<file path="src/include/prc_pkg.sv">
// Package for the port R pin control block: register map, reset values, timing.
// Assumes a 32-bit AXI4-Lite slave with byte addresses in a small local window.
package prc_pkg;
    // ****************************************
    // Register map (byte addresses)
    // ****************************************
    localparam int PRC_ADDR_W = 12;
    // Direction sits at four times its index; the other registers share its window
    localparam logic [11:0] PRC_IDX_DIRECTION = 12'h282;
    localparam logic [11:0] PRC_OFF_DIRECTION = 12'(PRC_IDX_DIRECTION * 12'h004);
    localparam logic [11:0] PRC_OFF_DATA = 12'hA00;
    localparam logic [11:0] PRC_OFF_READBACK = 12'hA04;
    localparam logic [11:0] PRC_OFF_PULL_EN = 12'hA0C;
    localparam logic [11:0] PRC_OFF_PULL_POL = 12'hA10;
    localparam logic [11:0] PRC_OFF_OPEN_DRAIN = 12'hA14;
    localparam logic [11:0] PRC_OFF_IRQ_STATUS = 12'hA18;
    localparam logic [11:0] PRC_OFF_IRQ_MASK = 12'hA1C;
    localparam logic [11:0] PRC_OFF_OVERRIDE = 12'hA20;
    // ****************************************
    // Reset values
    // ****************************************
    localparam logic [7:0] PRC_RST_DIRECTION = 8'h00;
    localparam logic [7:0] PRC_RST_DATA = 8'h00;
    localparam logic [7:0] PRC_RST_PULL_EN = 8'hFF;
    localparam logic [7:0] PRC_RST_PULL_POL = 8'h00;
    localparam logic [7:0] PRC_RST_OPEN_DRAIN = 8'h00;
    localparam logic [7:0] PRC_RST_MASK = 8'h00;
    // ****************************************
    // Bus responses and timing
    // ****************************************
    localparam logic [1:0] PRC_RESP_OKAY = 2'h0;
    localparam logic [1:0] PRC_RESP_SLVERR = 2'h2;
    localparam int PRC_SYNC_STAGES = 2;
    // Override flags in the override status register
    localparam int PRC_OVR_LCD = 0;
    localparam int PRC_OVR_TWB = 1;
    localparam int PRC_OVR_T1 = 2;
    localparam int PRC_OVR_T0 = 3;
    localparam int PRC_OVR_CTX = 4;
    localparam int PRC_OVR_CRX = 5;
endpackage

</file>
<file path="src/design/prc_port_r.sv">
// Port R pin control: registers, direction overrides, pad controls, edge flags.
// Assumes asynchronous pin levels at i_pin, synchronized in two stages, and peripheral enables from the chip.
`timescale 1ns/1ps
module prc_port_r #(
    parameter int WIDTH = 8
) (
    input wire logic i_clk,
    input wire logic i_rst_n,
    // AXI4-Lite slave
    input wire logic [prc_pkg::PRC_ADDR_W-1:0] i_awaddr,
    input wire logic i_awvalid,
    output logic o_awready,
    input wire logic [31:0] i_wdata,
    input wire logic [3:0] i_wstrb,
    input wire logic i_wvalid,
    output logic o_wready,
    output logic [1:0] o_bresp,
    output logic o_bvalid,
    input wire logic i_bready,
    input wire logic [prc_pkg::PRC_ADDR_W-1:0] i_araddr,
    input wire logic i_arvalid,
    output logic o_arready,
    output logic [31:0] o_rdata,
    output logic [1:0] o_rresp,
    output logic o_rvalid,
    input wire logic i_rready,
    // Peripheral alternate functions
    input wire logic i_lcd_seg_en,
    input wire logic i_twb_en,
    input wire logic [1:0] i_twb_out,
    input wire logic i_t1_oc_en,
    input wire logic [1:0] i_t1_out,
    input wire logic i_t0_oc_en,
    input wire logic [1:0] i_t0_out,
    input wire logic i_can_tx_en,
    input wire logic i_can_tx,
    input wire logic i_can_rx_en,
    // Pads
    input wire logic [WIDTH-1:0] i_pin,
    output logic [WIDTH-1:0] o_pin,
    output logic [WIDTH-1:0] o_pin_oe,
    output logic [WIDTH-1:0] o_in_buf_en,
    output logic [WIDTH-1:0] o_pull_on,
    output logic [WIDTH-1:0] o_pull_down,
    output logic [WIDTH-1:0] o_can_rx,
    output logic o_irq
);
    import prc_pkg::*;

    // ****************************************
    // Registers
    // ****************************************
    logic [WIDTH-1:0] dir_reg, dir_next;
    logic [WIDTH-1:0] data_reg, data_next;
    logic [WIDTH-1:0] pull_en_reg, pull_en_next;
    logic [WIDTH-1:0] pull_pol_reg, pull_pol_next;
    logic [WIDTH-1:0] od_reg, od_next;
    logic [WIDTH-1:0] flag_reg, flag_next;
    logic [WIDTH-1:0] mask_reg, mask_next;
    logic [WIDTH-1:0] sync1_reg, sync2_reg, prev_reg;
    logic aw_got_reg, aw_got_next;
    logic w_got_reg, w_got_next;
    logic [PRC_ADDR_W-1:0] awaddr_reg, awaddr_next;
    logic [31:0] wdata_reg, wdata_next;
    logic [3:0] wstrb_reg, wstrb_next;
    logic wr_fire;
    logic bvalid_reg, bvalid_next;
    logic [1:0] bresp_reg, bresp_next;
    logic rvalid_reg, rvalid_next;
    logic [31:0] rdata_reg, rdata_next;
    logic [1:0] rresp_reg, rresp_next;
    logic [WIDTH-1:0] pin_next, oe_next, ibuf_next, pull_on_next, pull_dn_next;
    logic [WIDTH-1:0] eff_out, eff_in, eff_od, eff_val;
    logic [WIDTH-1:0] pin_o_reg, oe_reg, ibuf_reg, pull_on_reg, pull_dn_reg, rx_reg;
    logic irq_reg;

    // Known register address check, shared by read and write paths
    function automatic logic prc_known(input logic [PRC_ADDR_W-1:0] a);
        case (a)
            PRC_OFF_DATA, PRC_OFF_READBACK, PRC_OFF_DIRECTION, PRC_OFF_PULL_EN,
            PRC_OFF_PULL_POL, PRC_OFF_OPEN_DRAIN, PRC_OFF_IRQ_STATUS,
            PRC_OFF_IRQ_MASK, PRC_OFF_OVERRIDE: prc_known = 1'b1;
            default: prc_known = 1'b0;
        endcase
    endfunction

    // Byte-lane zero merge; only the low lane carries register bits
    function automatic logic [WIDTH-1:0] prc_merge(input logic [WIDTH-1:0] old,
                                                   input logic [31:0] d, input logic [3:0] s);
        prc_merge = s[0] ? d[WIDTH-1:0] : old;
    endfunction

    // ****************************************
    // Direction resolution and pad control
    // ****************************************
    // Peripheral overrides in priority order per pin; plain GPIO otherwise
    always_comb begin
        eff_out = dir_reg;
        eff_in = ~dir_reg;
        eff_od = od_reg;
        eff_val = data_reg;
        if (i_lcd_seg_en) begin
            eff_out[7] = 1'b0;
            eff_in[7] = 1'b0;
            eff_out[4] = 1'b0;
            eff_in[4] = 1'b0;
            eff_out[6] = 1'b0;
            eff_in[6] = 1'b0;
            eff_out[5] = 1'b0;
            eff_in[5] = 1'b0;
        end else if (i_twb_en) begin
            eff_out[6:5] = 2'h3;
            eff_in[6:5] = 2'h3; // Bus must also be sensed
            eff_od[6:5] = 2'h3;
            eff_val[6:5] = i_twb_out;
        end
        if (i_t1_oc_en) begin
            eff_out[3:2] = 2'h3;
            eff_in[3:2] = 2'h0;
            eff_val[3:2] = i_t1_out;
        end
        if (i_t0_oc_en) begin
            eff_out[1:0] = 2'h3;
            eff_in[1:0] = 2'h0;
            eff_val[1:0] = i_t0_out;
        end else begin
            if (i_can_tx_en) begin
                eff_out[1] = 1'b1;
                eff_in[1] = 1'b0;
                eff_val[1] = i_can_tx;
            end
            if (i_can_rx_en) begin
                eff_out[0] = 1'b0;
                eff_in[0] = 1'b1;
            end
        end
        // Open-drain: drive only zeros, release ones; inputs never driven
        for (int i = 0; i < WIDTH; i++) begin
            pin_next[i] = eff_od[i] ? 1'b0 : eff_val[i];
            oe_next[i] = eff_out[i] & ~(eff_od[i] & eff_val[i]);
        end
        ibuf_next = eff_in | eff_out; // Output pins still feed readback
        ibuf_next = ibuf_next & ~(i_lcd_seg_en ? 8'hF0 : 8'h00);
        pull_on_next = pull_en_reg & eff_in & ~eff_out;
        pull_dn_next = pull_pol_reg;
    end

    // Pad control flops so every output leaves a register
    always_ff @(posedge i_clk) begin
        if (!i_rst_n) begin
            pin_o_reg <= '0;
            oe_reg <= '0;
            ibuf_reg <= '0;
            pull_on_reg <= '0;
            pull_dn_reg <= '0;
            rx_reg <= '0;
            sync1_reg <= '0;
            sync2_reg <= '0;
            prev_reg <= '0;
        end else begin
            pin_o_reg <= pin_next;
            oe_reg <= oe_next;
            ibuf_reg <= ibuf_next;
            pull_on_reg <= pull_on_next;
            pull_dn_reg <= pull_dn_next;
            rx_reg <= {{(WIDTH-1){1'b0}}, sync2_reg[0]};
            sync1_reg <= i_pin;
            sync2_reg <= sync1_reg;
            prev_reg <= sync2_reg;
        end
    end

    // One write completes when both halves are held or arriving this cycle and no response waits.
    // Built from flops and inputs only, so the write path can use it without a loop.
    assign wr_fire = (aw_got_reg | i_awvalid) & (w_got_reg | i_wvalid) & ~bvalid_reg;

    // ****************************************
    // Edge flags and interrupt
    // ****************************************
    // Polarity picks rising or falling edge; a new edge wins over a clear
    always_comb begin
        logic [WIDTH-1:0] edge_hit;
        logic [WIDTH-1:0] clr;
        edge_hit = '0;
        clr = '0;
        for (int i = 0; i < WIDTH; i++) begin
            edge_hit[i] = pull_pol_reg[i] ? (sync2_reg[i] & ~prev_reg[i])
                                          : (~sync2_reg[i] & prev_reg[i]);
        end
        // Strobe and data are the write path's values: the live bus when W arrives this cycle, else the captured write
        if (wr_fire && awaddr_next == PRC_OFF_IRQ_STATUS && wstrb_next[0])
            clr = wdata_next[WIDTH-1:0];
        flag_next = (flag_reg & ~clr) | edge_hit;
    end

    // ****************************************
    // AXI4-Lite write path
    // ****************************************
    // Address and data captured in either order; response follows both
    // The lane strobe is captured with the data, since a master may drop it once W is taken
    always_comb begin
        aw_got_next = aw_got_reg | i_awvalid;
        w_got_next = w_got_reg | i_wvalid;
        awaddr_next = (i_awvalid & ~aw_got_reg) ? i_awaddr : awaddr_reg;
        wdata_next = (i_wvalid & ~w_got_reg) ? i_wdata : wdata_reg;
        wstrb_next = (i_wvalid & ~w_got_reg) ? i_wstrb : wstrb_reg;
        bvalid_next = bvalid_reg & ~i_bready;
        bresp_next = bresp_reg;
        dir_next = dir_reg;
        data_next = data_reg;
        pull_en_next = pull_en_reg;
        pull_pol_next = pull_pol_reg;
        od_next = od_reg;
        mask_next = mask_reg;
        if (bvalid_reg) begin
            aw_got_next = aw_got_reg;
            w_got_next = w_got_reg;
            awaddr_next = awaddr_reg;
            wdata_next = wdata_reg;
            wstrb_next = wstrb_reg;
        end else if (wr_fire) begin
            aw_got_next = 1'b0;
            w_got_next = 1'b0;
            bvalid_next = 1'b1;
            bresp_next = prc_known(awaddr_next) ? PRC_RESP_OKAY : PRC_RESP_SLVERR;
            case (awaddr_next)
                PRC_OFF_DIRECTION: dir_next = prc_merge(dir_reg, wdata_next, wstrb_next);
                PRC_OFF_DATA: data_next = prc_merge(data_reg, wdata_next, wstrb_next);
                PRC_OFF_PULL_EN: pull_en_next = prc_merge(pull_en_reg, wdata_next, wstrb_next);
                PRC_OFF_PULL_POL: pull_pol_next = prc_merge(pull_pol_reg, wdata_next, wstrb_next);
                PRC_OFF_OPEN_DRAIN: od_next = prc_merge(od_reg, wdata_next, wstrb_next);
                PRC_OFF_IRQ_MASK: mask_next = prc_merge(mask_reg, wdata_next, wstrb_next);
                default: ; // Readback, override: writes ignored; status writes clear flags in the edge-flag block
            endcase
        end
    end

    // ****************************************
    // AXI4-Lite read path
    // ****************************************
    // Reads answer one cycle after the address is taken
    always_comb begin
        rvalid_next = rvalid_reg & ~i_rready;
        rdata_next = rdata_reg;
        rresp_next = rresp_reg;
        if (i_arvalid & ~rvalid_reg) begin
            rvalid_next = 1'b1;
            rresp_next = prc_known(i_araddr) ? PRC_RESP_OKAY : PRC_RESP_SLVERR;
            rdata_next = 32'h0000_0000;
            case (i_araddr)
                PRC_OFF_DATA: rdata_next[WIDTH-1:0] = (dir_reg & data_reg) | (~dir_reg & sync2_reg);
                PRC_OFF_READBACK: rdata_next[WIDTH-1:0] = sync2_reg;
                PRC_OFF_DIRECTION: rdata_next[WIDTH-1:0] = dir_reg;
                PRC_OFF_PULL_EN: rdata_next[WIDTH-1:0] = pull_en_reg;
                PRC_OFF_PULL_POL: rdata_next[WIDTH-1:0] = pull_pol_reg;
                PRC_OFF_OPEN_DRAIN: rdata_next[WIDTH-1:0] = od_reg;
                PRC_OFF_IRQ_STATUS: rdata_next[WIDTH-1:0] = flag_reg;
                PRC_OFF_IRQ_MASK: rdata_next[WIDTH-1:0] = mask_reg;
                PRC_OFF_OVERRIDE: rdata_next[5:0] = {i_can_rx_en, i_can_tx_en, i_t0_oc_en,
                                                     i_t1_oc_en, i_twb_en, i_lcd_seg_en};
                default: rdata_next = 32'h0000_0000;
            endcase
        end
    end

    // Register bank; software-visible state takes documented resets
    always_ff @(posedge i_clk) begin
        if (!i_rst_n) begin
            dir_reg <= PRC_RST_DIRECTION;
            data_reg <= PRC_RST_DATA;
            pull_en_reg <= PRC_RST_PULL_EN;
            pull_pol_reg <= PRC_RST_PULL_POL;
            od_reg <= PRC_RST_OPEN_DRAIN;
            mask_reg <= PRC_RST_MASK;
            flag_reg <= '0;
            aw_got_reg <= 1'b0;
            w_got_reg <= 1'b0;
            awaddr_reg <= '0;
            wdata_reg <= 32'h0000_0000;
            wstrb_reg <= 4'h0;
            bvalid_reg <= 1'b0;
            bresp_reg <= PRC_RESP_OKAY;
            rvalid_reg <= 1'b0;
            rdata_reg <= 32'h0000_0000;
            rresp_reg <= PRC_RESP_OKAY;
            irq_reg <= 1'b0;
        end else begin
            dir_reg <= dir_next;
            data_reg <= data_next;
            pull_en_reg <= pull_en_next;
            pull_pol_reg <= pull_pol_next;
            od_reg <= od_next;
            mask_reg <= mask_next;
            flag_reg <= flag_next;
            aw_got_reg <= aw_got_next;
            w_got_reg <= w_got_next;
            awaddr_reg <= awaddr_next;
            wdata_reg <= wdata_next;
            wstrb_reg <= wstrb_next;
            bvalid_reg <= bvalid_next;
            bresp_reg <= bresp_next;
            rvalid_reg <= rvalid_next;
            rdata_reg <= rdata_next;
            rresp_reg <= rresp_next;
            irq_reg <= |(flag_next & mask_next);
        end
    end

    // Output assignments, all from flops
    assign o_awready = ~aw_got_reg & ~bvalid_reg;
    assign o_wready = ~w_got_reg & ~bvalid_reg;
    assign o_bvalid = bvalid_reg;
    assign o_bresp = bresp_reg;
    assign o_arready = ~rvalid_reg;
    assign o_rvalid = rvalid_reg;
    assign o_rdata = rdata_reg;
    assign o_rresp = rresp_reg;
    assign o_pin = pin_o_reg;
    assign o_pin_oe = oe_reg;
    assign o_in_buf_en = ibuf_reg;
    assign o_pull_on = pull_on_reg;
    assign o_pull_down = pull_dn_reg;
    assign o_can_rx = rx_reg;
    assign o_irq = irq_reg;
endmodule // prc_port_r

</file>
<file path="config.mk">
export PLATFORM = sky130hd
export DESIGN_NAME = prc_port_r
export DESIGN_NICKNAME = d
export VERILOG_FILES = /design/src/include/prc_pkg.sv /design/src/design/prc_port_r.sv
export SDC_FILE = /design/constraint.sdc
export NUM_CORES = 1
export LEC_CHECK = 0
export BUFFER_PORTS_ARGS = -buffer_cell sky130_fd_sc_hd__buf_2
export CORE_MARGIN = 4
export CORE_UTILIZATION = 50
export DETAILED_ROUTE_END_ITERATION = 12
export PLACE_DENSITY = 0.76
export SLEW_MARGIN = 0
export SYNTH_ARGS = -nofsm -noshare
export SYNTH_HDL_FRONTEND = slang
export SYNTH_SLANG_ARGS = --single-unit
export TNS_END_PERCENT = 50
</file>
<file path="constraint.sdc">
create_clock -name i_clk -period 3.97 [get_ports i_clk]
set_clock_uncertainty 0.05 [all_clocks]
set_input_delay 0.5955 -clock i_clk [delete_from_list [all_inputs] [get_ports i_clk]]
set_output_delay 0.5955 -clock i_clk [all_outputs]
set_load 0.05 [all_outputs]
</file>
==> impl_metrics.prom, run 1 <==
# TYPE chip_impl_metric gauge
chip_impl_info{name="outcome",value="finished, final reports clean"} 1
chip_impl_metric{name="detailedRoute.firstPassIterationCount",unit=""} 6
chip_impl_metric{name="routed_wl",unit="mm"} 16.1
chip_impl_metric{name="initial_core_util",unit="%"} 50.8
chip_impl_metric{name="power.density_cell_area",unit="nW/um^2"} 466
chip_impl_metric{name="cts_buffers",unit=""} 17
chip_impl_metric{name="die_h",unit="um"} 124
chip_impl_metric{name="crit_path_max_fanout",unit=""} 9
chip_impl_metric{name="final_nets",unit=""} 906
chip_impl_metric{name="number_of_setup_violations_in_the_final_report",unit=""} 0
chip_impl_metric{name="post_synth_and_or_nand_nor_area_fraction",unit="%"} 23.2
chip_impl_metric{name="post_synth_mux_area_share",unit="%"} 11.1
chip_impl_metric{name="grt_antenna_before_repair",unit=""} 1
chip_impl_metric{name="drt_first_iter_violations",unit=""} 517
chip_impl_metric{name="drc",unit=""} 0
chip_impl_metric{name="overflow",unit=""} 0
chip_impl_info{name="main_combinational_cell_family_by_area_after_synthesis",value="simple AND/OR/NAND/NOR gates"} 1
chip_impl_metric{name="placement.cell_area",unit="um^2"} 7370
chip_impl_metric{name="dr_total_vias",unit=""} 5292
chip_impl_metric{name="synth_area_per_cell",unit="um^2"} 9.56
chip_impl_metric{name="drv_cap",unit=""} 0
chip_impl_metric{name="synth_top_area_share",unit="%"} 46.6
chip_impl_metric{name="fraction_of_layout_instances_using_a_drive_strength_above_1",unit="%"} 23.5
chip_impl_metric{name="fin_util",unit="%"} 60.5
chip_impl_metric{name="max-vdd-ir-drop",unit="mV"} 0.299
chip_impl_metric{name="std_cell_rows",unit=""} 42
chip_impl_metric{name="layout.cell_area.non_filler",unit="um^2"} 7980
chip_impl_info{name="cts_root_buf",value="sky130_fd_sc_hd__clkbuf_16"} 1
chip_impl_metric{name="first_pass_grt_wire_length",unit="mm"} 24.5
chip_impl_metric{name="clkSlewWorstSetupHoldPaths",unit="ps"} 60
chip_impl_metric{name="holdWs",unit="ps"} 319
chip_impl_metric{name="timing.setup.tns",unit="ps"} 0
chip_impl_info{name="grt_setup_unrepaired",value="no"} 1
chip_impl_metric{name="routabilityCongestion",unit=""} 0.876
chip_impl_info{name="holdCritPathClass",value="primary input to flip-flop"} 1
chip_impl_metric{name="ys_async_sr_fraction",unit="%"} 0
chip_impl_metric{name="htree_levels",unit=""} 4
chip_impl_metric{name="synth.lib_cells_used.distinct",unit=""} 58
chip_impl_metric{name="synth_enable_flop_cells",unit=""} 0
chip_impl_metric{name="synthesis.instances",unit=""} 701
chip_impl_metric{name="fin_crit",unit="ps"} 2980
chip_impl_metric{name="area_growth_syn_to_layout",unit="%"} 19.0
chip_impl_metric{name="number_of_flip_flops_in_the_largest_register",unit=""} 12
chip_impl_metric{name="wl_per_cell",unit="um"} 16.0
chip_impl_metric{name="floorplan.core_area",unit="um^2"} 13200
chip_impl_info{name="timing.rr.end",value="o_irq"} 1
chip_impl_metric{name="clock.fmax",unit="GHz"} 0.336
chip_impl_metric{name="antenna-diode-count",unit=""} 0
chip_impl_metric{name="synth_xor_area_share",unit="%"} 0
chip_impl_info{name="worstHoldStart",value="i_pin[6]"} 1
chip_impl_metric{name="slew_headroom",unit="%"} 48.0
chip_impl_info{name="hold-path-endpoint",value="sync1_reg[6]"} 1
chip_impl_metric{name="cts_setup_buffers",unit=""} 0
chip_impl_info{name="tritoncts",value="built"} 1
chip_impl_metric{name="place.detailed.hpwl",unit="mm"} 11.4
chip_impl_metric{name="synth_area_in_compound_gates",unit="%"} 12.2
chip_impl_metric{name="grt_pass1_vias",unit=""} 4717
chip_impl_metric{name="chipWidth",unit="um"} 124
chip_impl_metric{name="io_buffers",unit=""} 117
chip_impl_metric{name="pin_count",unit=""} 178
chip_impl_metric{name="drt.antenna.violating_nets",unit=""} 0
chip_impl_metric{name="yosysSeqAreaShare",unit="%"} 46.6
chip_impl_metric{name="cp_data_required_time",unit="ps"} 4220
chip_impl_info{name="path_class",value="flip-flop to flip-flop"} 1
chip_impl_info{name="critical_path.cell_chain",value="nor2b_1, nand4b_1, a221oi_4, nand4_4, mux2i_1, o22ai_1, o41a_1"} 1
chip_impl_metric{name="cts.sink_count",unit=""} 156
chip_impl_metric{name="post_synth_fa_ha_maj_area_fraction",unit="%"} 0
chip_impl_info{name="regToRegStartpoint",value="aw_got_reg"} 1
chip_impl_metric{name="ctsHoldBuffers",unit=""} 0
chip_impl_metric{name="insertion_delay",unit="ps"} 420
chip_impl_metric{name="die_area",unit="um^2"} 15300
chip_impl_metric{name="reg2reg_setup_slack",unit="ps"} 990
chip_impl_info{name="critPathSlowestCell",value="sky130_fd_sc_hd__nor2b_1"} 1
chip_impl_metric{name="slowest_cell_delay_on_critical_path",unit="ps"} 500
chip_impl_metric{name="min_delay_path_depth",unit=""} 2
chip_impl_metric{name="worst_pin_slew",unit="ps"} 780
chip_impl_metric{name="total_leakage_power",unit="nW"} 3.42
chip_impl_metric{name="post_drt_via_cell_ratio",unit=""} 5.26
chip_impl_metric{name="fin_crit_sh",unit="%"} 75.1
chip_impl_info{name="end_kind",value="flip-flop"} 1
chip_impl_metric{name="largest_net_degree_at_the_start_of_global_routing",unit=""} 75
chip_impl_info{name="ys_top_cells_by_area",value="sky130_fd_sc_hd__dfxtp_1 (47%), sky130_fd_sc_hd__mux2i_1 (8.1%), sky130_fd_sc_hd__nor2b_1 (5.2%)"} 1
chip_impl_info{name="synth_top_area_cell",value="sky130_fd_sc_hd__dfxtp_1"} 1
chip_impl_metric{name="final-hold-violation-count",unit=""} 0
chip_impl_metric{name="worst_ep_arrival_time",unit="ps"} 3230
chip_impl_metric{name="synth_area",unit="um^2"} 6700
chip_impl_info{name="synth.top_cells.by_count",value="sky130_fd_sc_hd__dfxtp_1 (156), sky130_fd_sc_hd__nand2_1 (83), sky130_fd_sc_hd__nor2b_1 (56), sky130_fd_sc_hd__mux2i_1 (54), sky130_fd_sc_hd__and2_1 (43)"} 1
chip_impl_info{name="synth_ff_type",value="sky130_fd_sc_hd__dfxtp_1"} 1
chip_impl_metric{name="track_usage",unit="%"} 21.2
chip_impl_metric{name="slew_viol_final",unit=""} 0
chip_impl_metric{name="cts_resized",unit=""} 0
chip_impl_metric{name="ctsLongestPathBuffers",unit=""} 2
chip_impl_metric{name="ys.warnings.count",unit=""} 0
chip_impl_info{name="yosysMostFrequentCell",value="sky130_fd_sc_hd__dfxtp_1"} 1
chip_impl_info{name="critPathLaunchType",value="flip-flop"} 1
chip_impl_metric{name="worst_r2r_path_depth",unit=""} 7
chip_impl_metric{name="synth.ff_latch_count",unit=""} 156
report_power, final:
group	leakage [nW]	total [mW]	switching, mW	internal (mW)
logic	1.86	0.411	0.289	0.122
clock network	0.290	1.67	0.650	1.02
registers	1.27	1.64	0.0276	1.61
logic make-up after synthesis:
logic type,Yosys count
muxes,72
AOI/OAI and AO/OA,110
DFF,156
and+or+nand+nor,278
other,1
buffers and inverters,84
worst max-delay path: cells and delay by family (launching register included):
kind / cells / cell delay [ps]
AO/OA/AOI/OAI: 3 / 1020
flip-flops: 1 / 360
multiplexers: 1 / 350
AND/OR/NAND/NOR: 3 / 1060
metal layers:
| metal | part of all wire [%] | vias up | track usage (%) |
|---|---|---|---|
| met5 | 0.12 | - | 0 |
| met2 | 47 | 177 | 33.0 |
| met4 | 3.1 | 2 | 10.4 |
| met1 | 43 | 2459 | 27.3 |
| met3 | 6.5 | 40 | 5.50 |
| li1 | - | 2614 | - |
layout make-up:
type / count / area, um^2
inverter: 17 / 63.8
clock inverter: 11 / 160
tap: 176 / 220
fill: 1144 / 5210
multi-input combinational: 493 / 3240
sequential: 156 / 3120
clock buffer: 21 / 450
timing repair buffer: 133 / 721
worst max-delay path by stage:
stage	from	endpoint	cells past startpoint	slack [ps]
floorplan	i_awvalid	o_irq	8	1270
global placement	i_awvalid	o_irq	8	700
detailed placement	i_awvalid	o_irq	8	600
CTS	aw_got_reg	o_irq	7	980
global route	aw_got_reg	o_irq	7	860
finish	aw_got_reg	o_irq	7	990
stage by stage:
stage	worst slack, ps	total power [mW]	cells
2_1_floorplan	1270	2.01	733
3_3_place_gp	703	2.08	975
3_5_place_dp	603	2.09	975
4_1_cts	984	3.75	1007
5_1_grt	858	3.85	1007
6_report	990	3.72	1007
cell usage in the layout (no fill, tap or decap), types with 3 or more instances in the layout:
| cell | n |
|---|---|
| sky130_fd_sc_hd__conb_1 | 33 |
| sky130_fd_sc_hd__a21o_1 | 5 |
| sky130_fd_sc_hd__nand4b_1 | 3 |
| sky130_fd_sc_hd__and2_1 | 43 |
| sky130_fd_sc_hd__nand3_1 | 11 |
| sky130_fd_sc_hd__clkinv_4 | 3 |
| sky130_fd_sc_hd__nor3b_1 | 11 |
| sky130_fd_sc_hd__o22ai_1 | 4 |
| sky130_fd_sc_hd__nor2b_1 | 56 |
| sky130_fd_sc_hd__bufinv_16 | 3 |
| sky130_fd_sc_hd__a21boi_0 | 15 |
| sky130_fd_sc_hd__a31oi_1 | 4 |
| sky130_fd_sc_hd__a221oi_1 | 4 |
| sky130_fd_sc_hd__dfxtp_1 | 156 |
| sky130_fd_sc_hd__mux2i_1 | 54 |
| sky130_fd_sc_hd__a22oi_1 | 13 |
| sky130_fd_sc_hd__and3_1 | 3 |
| sky130_fd_sc_hd__nor4_1 | 3 |
| sky130_fd_sc_hd__mux2_2 | 18 |
| sky130_fd_sc_hd__o221a_2 | 3 |
| sky130_fd_sc_hd__nand2_1 | 83 |
| sky130_fd_sc_hd__clkbuf_1 | 3 |
| sky130_fd_sc_hd__inv_1 | 17 |
| sky130_fd_sc_hd__nor2_1 | 26 |
| sky130_fd_sc_hd__a21oi_1 | 16 |
| sky130_fd_sc_hd__o21ai_0 | 24 |
| sky130_fd_sc_hd__clkbuf_16 | 17 |
| sky130_fd_sc_hd__buf_2 | 116 |
| sky130_fd_sc_hd__nand2b_1 | 4 |
| sky130_fd_sc_hd__nor4b_1 | 7 |
| sky130_fd_sc_hd__buf_4 | 16 |
| sky130_fd_sc_hd__a222oi_1 | 9 |
| sky130_fd_sc_hd__nor3_1 | 8 |
Note: power is estimated with default switching activity, not from simulation.
==> run 2, diff against run 1 <==
- clock period: 3.97 -> 3.1 ns (I/O delays scaled with it)
==> impl_metrics.prom, run 2 (synthesis gave the netlist of run 1 again) <==
# TYPE chip_impl_metric gauge
chip_impl_info{name="critPathLaunchType",value="flip-flop"} 1
chip_impl_metric{name="slowest_cell_delay_on_critical_path",unit="ps"} 470
chip_impl_info{name="outcome",value="finished, final reports clean"} 1
chip_impl_metric{name="fraction_of_layout_instances_using_a_drive_strength_above_1",unit="%"} 24.6
chip_impl_metric{name="place.detailed.hpwl",unit="mm"} 11.5
chip_impl_metric{name="drv_cap",unit=""} 0
chip_impl_info{name="end_kind",value="flip-flop"} 1
chip_impl_metric{name="fin_crit_sh",unit="%"} 84.0
chip_impl_metric{name="first_pass_grt_wire_length",unit="mm"} 25.4
chip_impl_info{name="critPathSlowestCell",value="sky130_fd_sc_hd__nor4b_1"} 1
chip_impl_metric{name="area_growth_syn_to_layout",unit="%"} 19.7
chip_impl_metric{name="nFillCells",unit=""} 1146
chip_impl_metric{name="die_area",unit="um^2"} 15300
chip_impl_metric{name="pin_count",unit=""} 178
chip_impl_metric{name="min_delay_path_depth",unit=""} 2
chip_impl_metric{name="seq_area",unit="um^2"} 3120
chip_impl_metric{name="dr_total_vias",unit=""} 5363
chip_impl_metric{name="die_h",unit="um"} 124
chip_impl_metric{name="timing.setup.tns",unit="ps"} 0
chip_impl_metric{name="power.density_cell_area",unit="nW/um^2"} 572
chip_impl_metric{name="ctsLongestPathBuffers",unit=""} 2
chip_impl_metric{name="ctsHoldBuffers",unit=""} 0
chip_impl_metric{name="wirelength_met1",unit="mm"} 6.76
chip_impl_info{name="layout.cells.most_common_list",value="sky130_fd_sc_hd__dfxtp_1 (156), sky130_fd_sc_hd__buf_2 (116), sky130_fd_sc_hd__nand2_1 (83)"} 1
chip_impl_metric{name="cts_buffers",unit=""} 17
chip_impl_info{name="worstHoldStart",value="i_pin[3]"} 1
chip_impl_metric{name="fin_crit",unit="ps"} 2600
chip_impl_metric{name="insertion_delay",unit="ps"} 430
chip_impl_metric{name="track_usage",unit="%"} 21.8
chip_impl_metric{name="routed_wl",unit="mm"} 16.3
chip_impl_metric{name="worst_r2r_path_depth",unit=""} 7
chip_impl_metric{name="layout.cell_area.non_filler",unit="um^2"} 8020
chip_impl_info{name="hold-path-endpoint",value="sync1_reg[3]"} 1
chip_impl_metric{name="initial_core_util",unit="%"} 50.8
chip_impl_metric{name="slew_viol_final",unit=""} 0
chip_impl_metric{name="holdWs",unit="ps"} 183
chip_impl_info{name="top_layer",value="met5"} 1
chip_impl_info{name="timing.rr.end",value="o_irq"} 1
chip_impl_metric{name="cts_setup_buffers",unit=""} 0
chip_impl_metric{name="grt_antenna_before_repair",unit=""} 1
chip_impl_metric{name="cp.buffers_inverters",unit=""} 0
chip_impl_metric{name="wl_per_cell",unit="um"} 16.0
chip_impl_metric{name="detailed_route_wirelength_on_metal3",unit="mm"} 1.38
chip_impl_metric{name="chipWidth",unit="um"} 124
chip_impl_metric{name="largest_net_degree_at_the_start_of_global_routing",unit=""} 87
chip_impl_metric{name="final-hold-violation-count",unit=""} 0
chip_impl_info{name="critical_path.cell_chain",value="nor4b_1, nand4b_1, a221oi_4, nand4_4, mux2i_1, o22ai_1, o41a_1"} 1
chip_impl_metric{name="post_drt_via_cell_ratio",unit=""} 5.27
chip_impl_metric{name="drc",unit=""} 0
chip_impl_metric{name="slew_headroom",unit="%"} 37.6
chip_impl_info{name="tritoncts",value="built"} 1
chip_impl_info{name="holdCritPathClass",value="primary input to flip-flop"} 1
chip_impl_info{name="path_class",value="flip-flop to flip-flop"} 1
chip_impl_metric{name="std_cell_rows",unit=""} 42
chip_impl_metric{name="post_layout_power",unit="mW"} 4.59
chip_impl_metric{name="total_leakage_power",unit="nW"} 3.46
chip_impl_metric{name="clock.fmax",unit="GHz"} 0.384
chip_impl_metric{name="drt_first_iter_violations",unit=""} 483
chip_impl_metric{name="final_nets",unit=""} 916
chip_impl_metric{name="cts.sink_count",unit=""} 156
chip_impl_metric{name="worst_ep_arrival_time",unit="ps"} 2870
chip_impl_metric{name="drt.antenna.violating_nets",unit=""} 0
chip_impl_metric{name="antenna-diode-count",unit=""} 0
chip_impl_metric{name="number_of_flip_flops_in_the_largest_register",unit=""} 12
chip_impl_metric{name="placed_cells_incl_taps",unit=""} 985
chip_impl_metric{name="fin_cells",unit=""} 1017
chip_impl_info{name="grt_setup_unrepaired",value="no"} 1
chip_impl_metric{name="multiInputGateArea",unit="um^2"} 3240
chip_impl_info{name="cts_root_buf",value="sky130_fd_sc_hd__clkbuf_16"} 1
chip_impl_metric{name="crit_path_max_fanout",unit=""} 8
chip_impl_metric{name="htree_levels",unit=""} 4
chip_impl_metric{name="floorplan.core_area",unit="um^2"} 13200
chip_impl_metric{name="clkSlewWorstSetupHoldPaths",unit="ps"} 70
chip_impl_metric{name="detailedRoute.firstPassIterationCount",unit=""} 9
chip_impl_metric{name="number_of_setup_violations_in_the_final_report",unit=""} 0
chip_impl_metric{name="worst_pin_slew",unit="ps"} 933
chip_impl_metric{name="grt_pass1_vias",unit=""} 5041
chip_impl_info{name="critical_path.top_delay_family",value="simple AND/OR/NAND/NOR gates"} 1
chip_impl_info{name="layout_commonest_cell",value="sky130_fd_sc_hd__dfxtp_1"} 1
chip_impl_metric{name="max-vdd-ir-drop",unit="mV"} 0.398
chip_impl_metric{name="reg2reg_setup_slack",unit="ps"} 500
chip_impl_metric{name="cp_data_required_time",unit="ps"} 3370
chip_impl_info{name="regToRegStartpoint",value="awaddr_reg[10]"} 1
chip_impl_metric{name="io_buffers",unit=""} 117
chip_impl_metric{name="placement.cell_area",unit="um^2"} 7470
chip_impl_metric{name="cts_resized",unit=""} 0
chip_impl_metric{name="met2WireLength",unit="mm"} 7.71
chip_impl_metric{name="routabilityCongestion",unit=""} 0.898
chip_impl_metric{name="overflow",unit=""} 0
==> run 2: worst max-delay path by stage <==
| stage | end | slack [ps] | from | depth (start not counted) |
|---|---|---|---|---|
| 4_1_cts | o_irq | 510 | awaddr_reg[10] | 7 |
| 3_3_place_gp | o_irq | 230 | i_awaddr[10] | 9 |
| 6_report | o_irq | 500 | awaddr_reg[10] | 7 |
| 3_5_place_dp | o_irq | 230 | i_awaddr[10] | 9 |
| 2_1_floorplan | o_irq | 460 | o_bvalid | 8 |
| 5_1_grt | o_irq | 290 | o_bvalid | 8 |
==> run 2: per-stage QoR <==
| stage | worst slack [ps] | utilization (%) |
|---|---|---|
| floorplan | 462 | - |
| global placement | 230 | 56.6 |
| detailed placement | 233 | 56.6 |
| CTS | 506 | 60.8 |
| global route | 288 | 60.8 |
| finish | 497 | 60.8 |
==> run 2: layout make-up <==
class,count,share of cell area [%]
multi-input combinational,493,40.4
sequential,156,38.9
timing repair buffer,143,10.2
clock buffer,18,5.35
tap,176,2.75
clock inverter,14,1.54
inverter,17,0.796
==> run 2: where the power goes <==
part	total (mW)	switching, mW	internal (mW)
Combinational	0.538	0.375	0.163
Clock	1.95	0.895	1.05
Sequential	2.10	0.0357	2.07
Total	4.59	1.31	3.28
==> run 2: worst register-to-register path: stages (launching register included) <==
cell                       delay, ps
sky130_fd_sc_hd__dfxtp_1         310
sky130_fd_sc_hd__nor4b_1         470
sky130_fd_sc_hd__nand4b_1        210
sky130_fd_sc_hd__a221oi_4        320
sky130_fd_sc_hd__nand4_4         290
sky130_fd_sc_hd__mux2i_1         300
sky130_fd_sc_hd__o22ai_1         110
sky130_fd_sc_hd__o41a_1          430
==> run 2: routing by layer <==
| metal | vias to the layer above | track usage (%) |
|---|---|---|
| met5 | - | 0 |
| met4 | 2 | 9.62 |
| met3 | 30 | 6.54 |
| met2 | 184 | 35.0 |
| met1 | 2518 | 27.2 |
| li1 | 2629 | - |
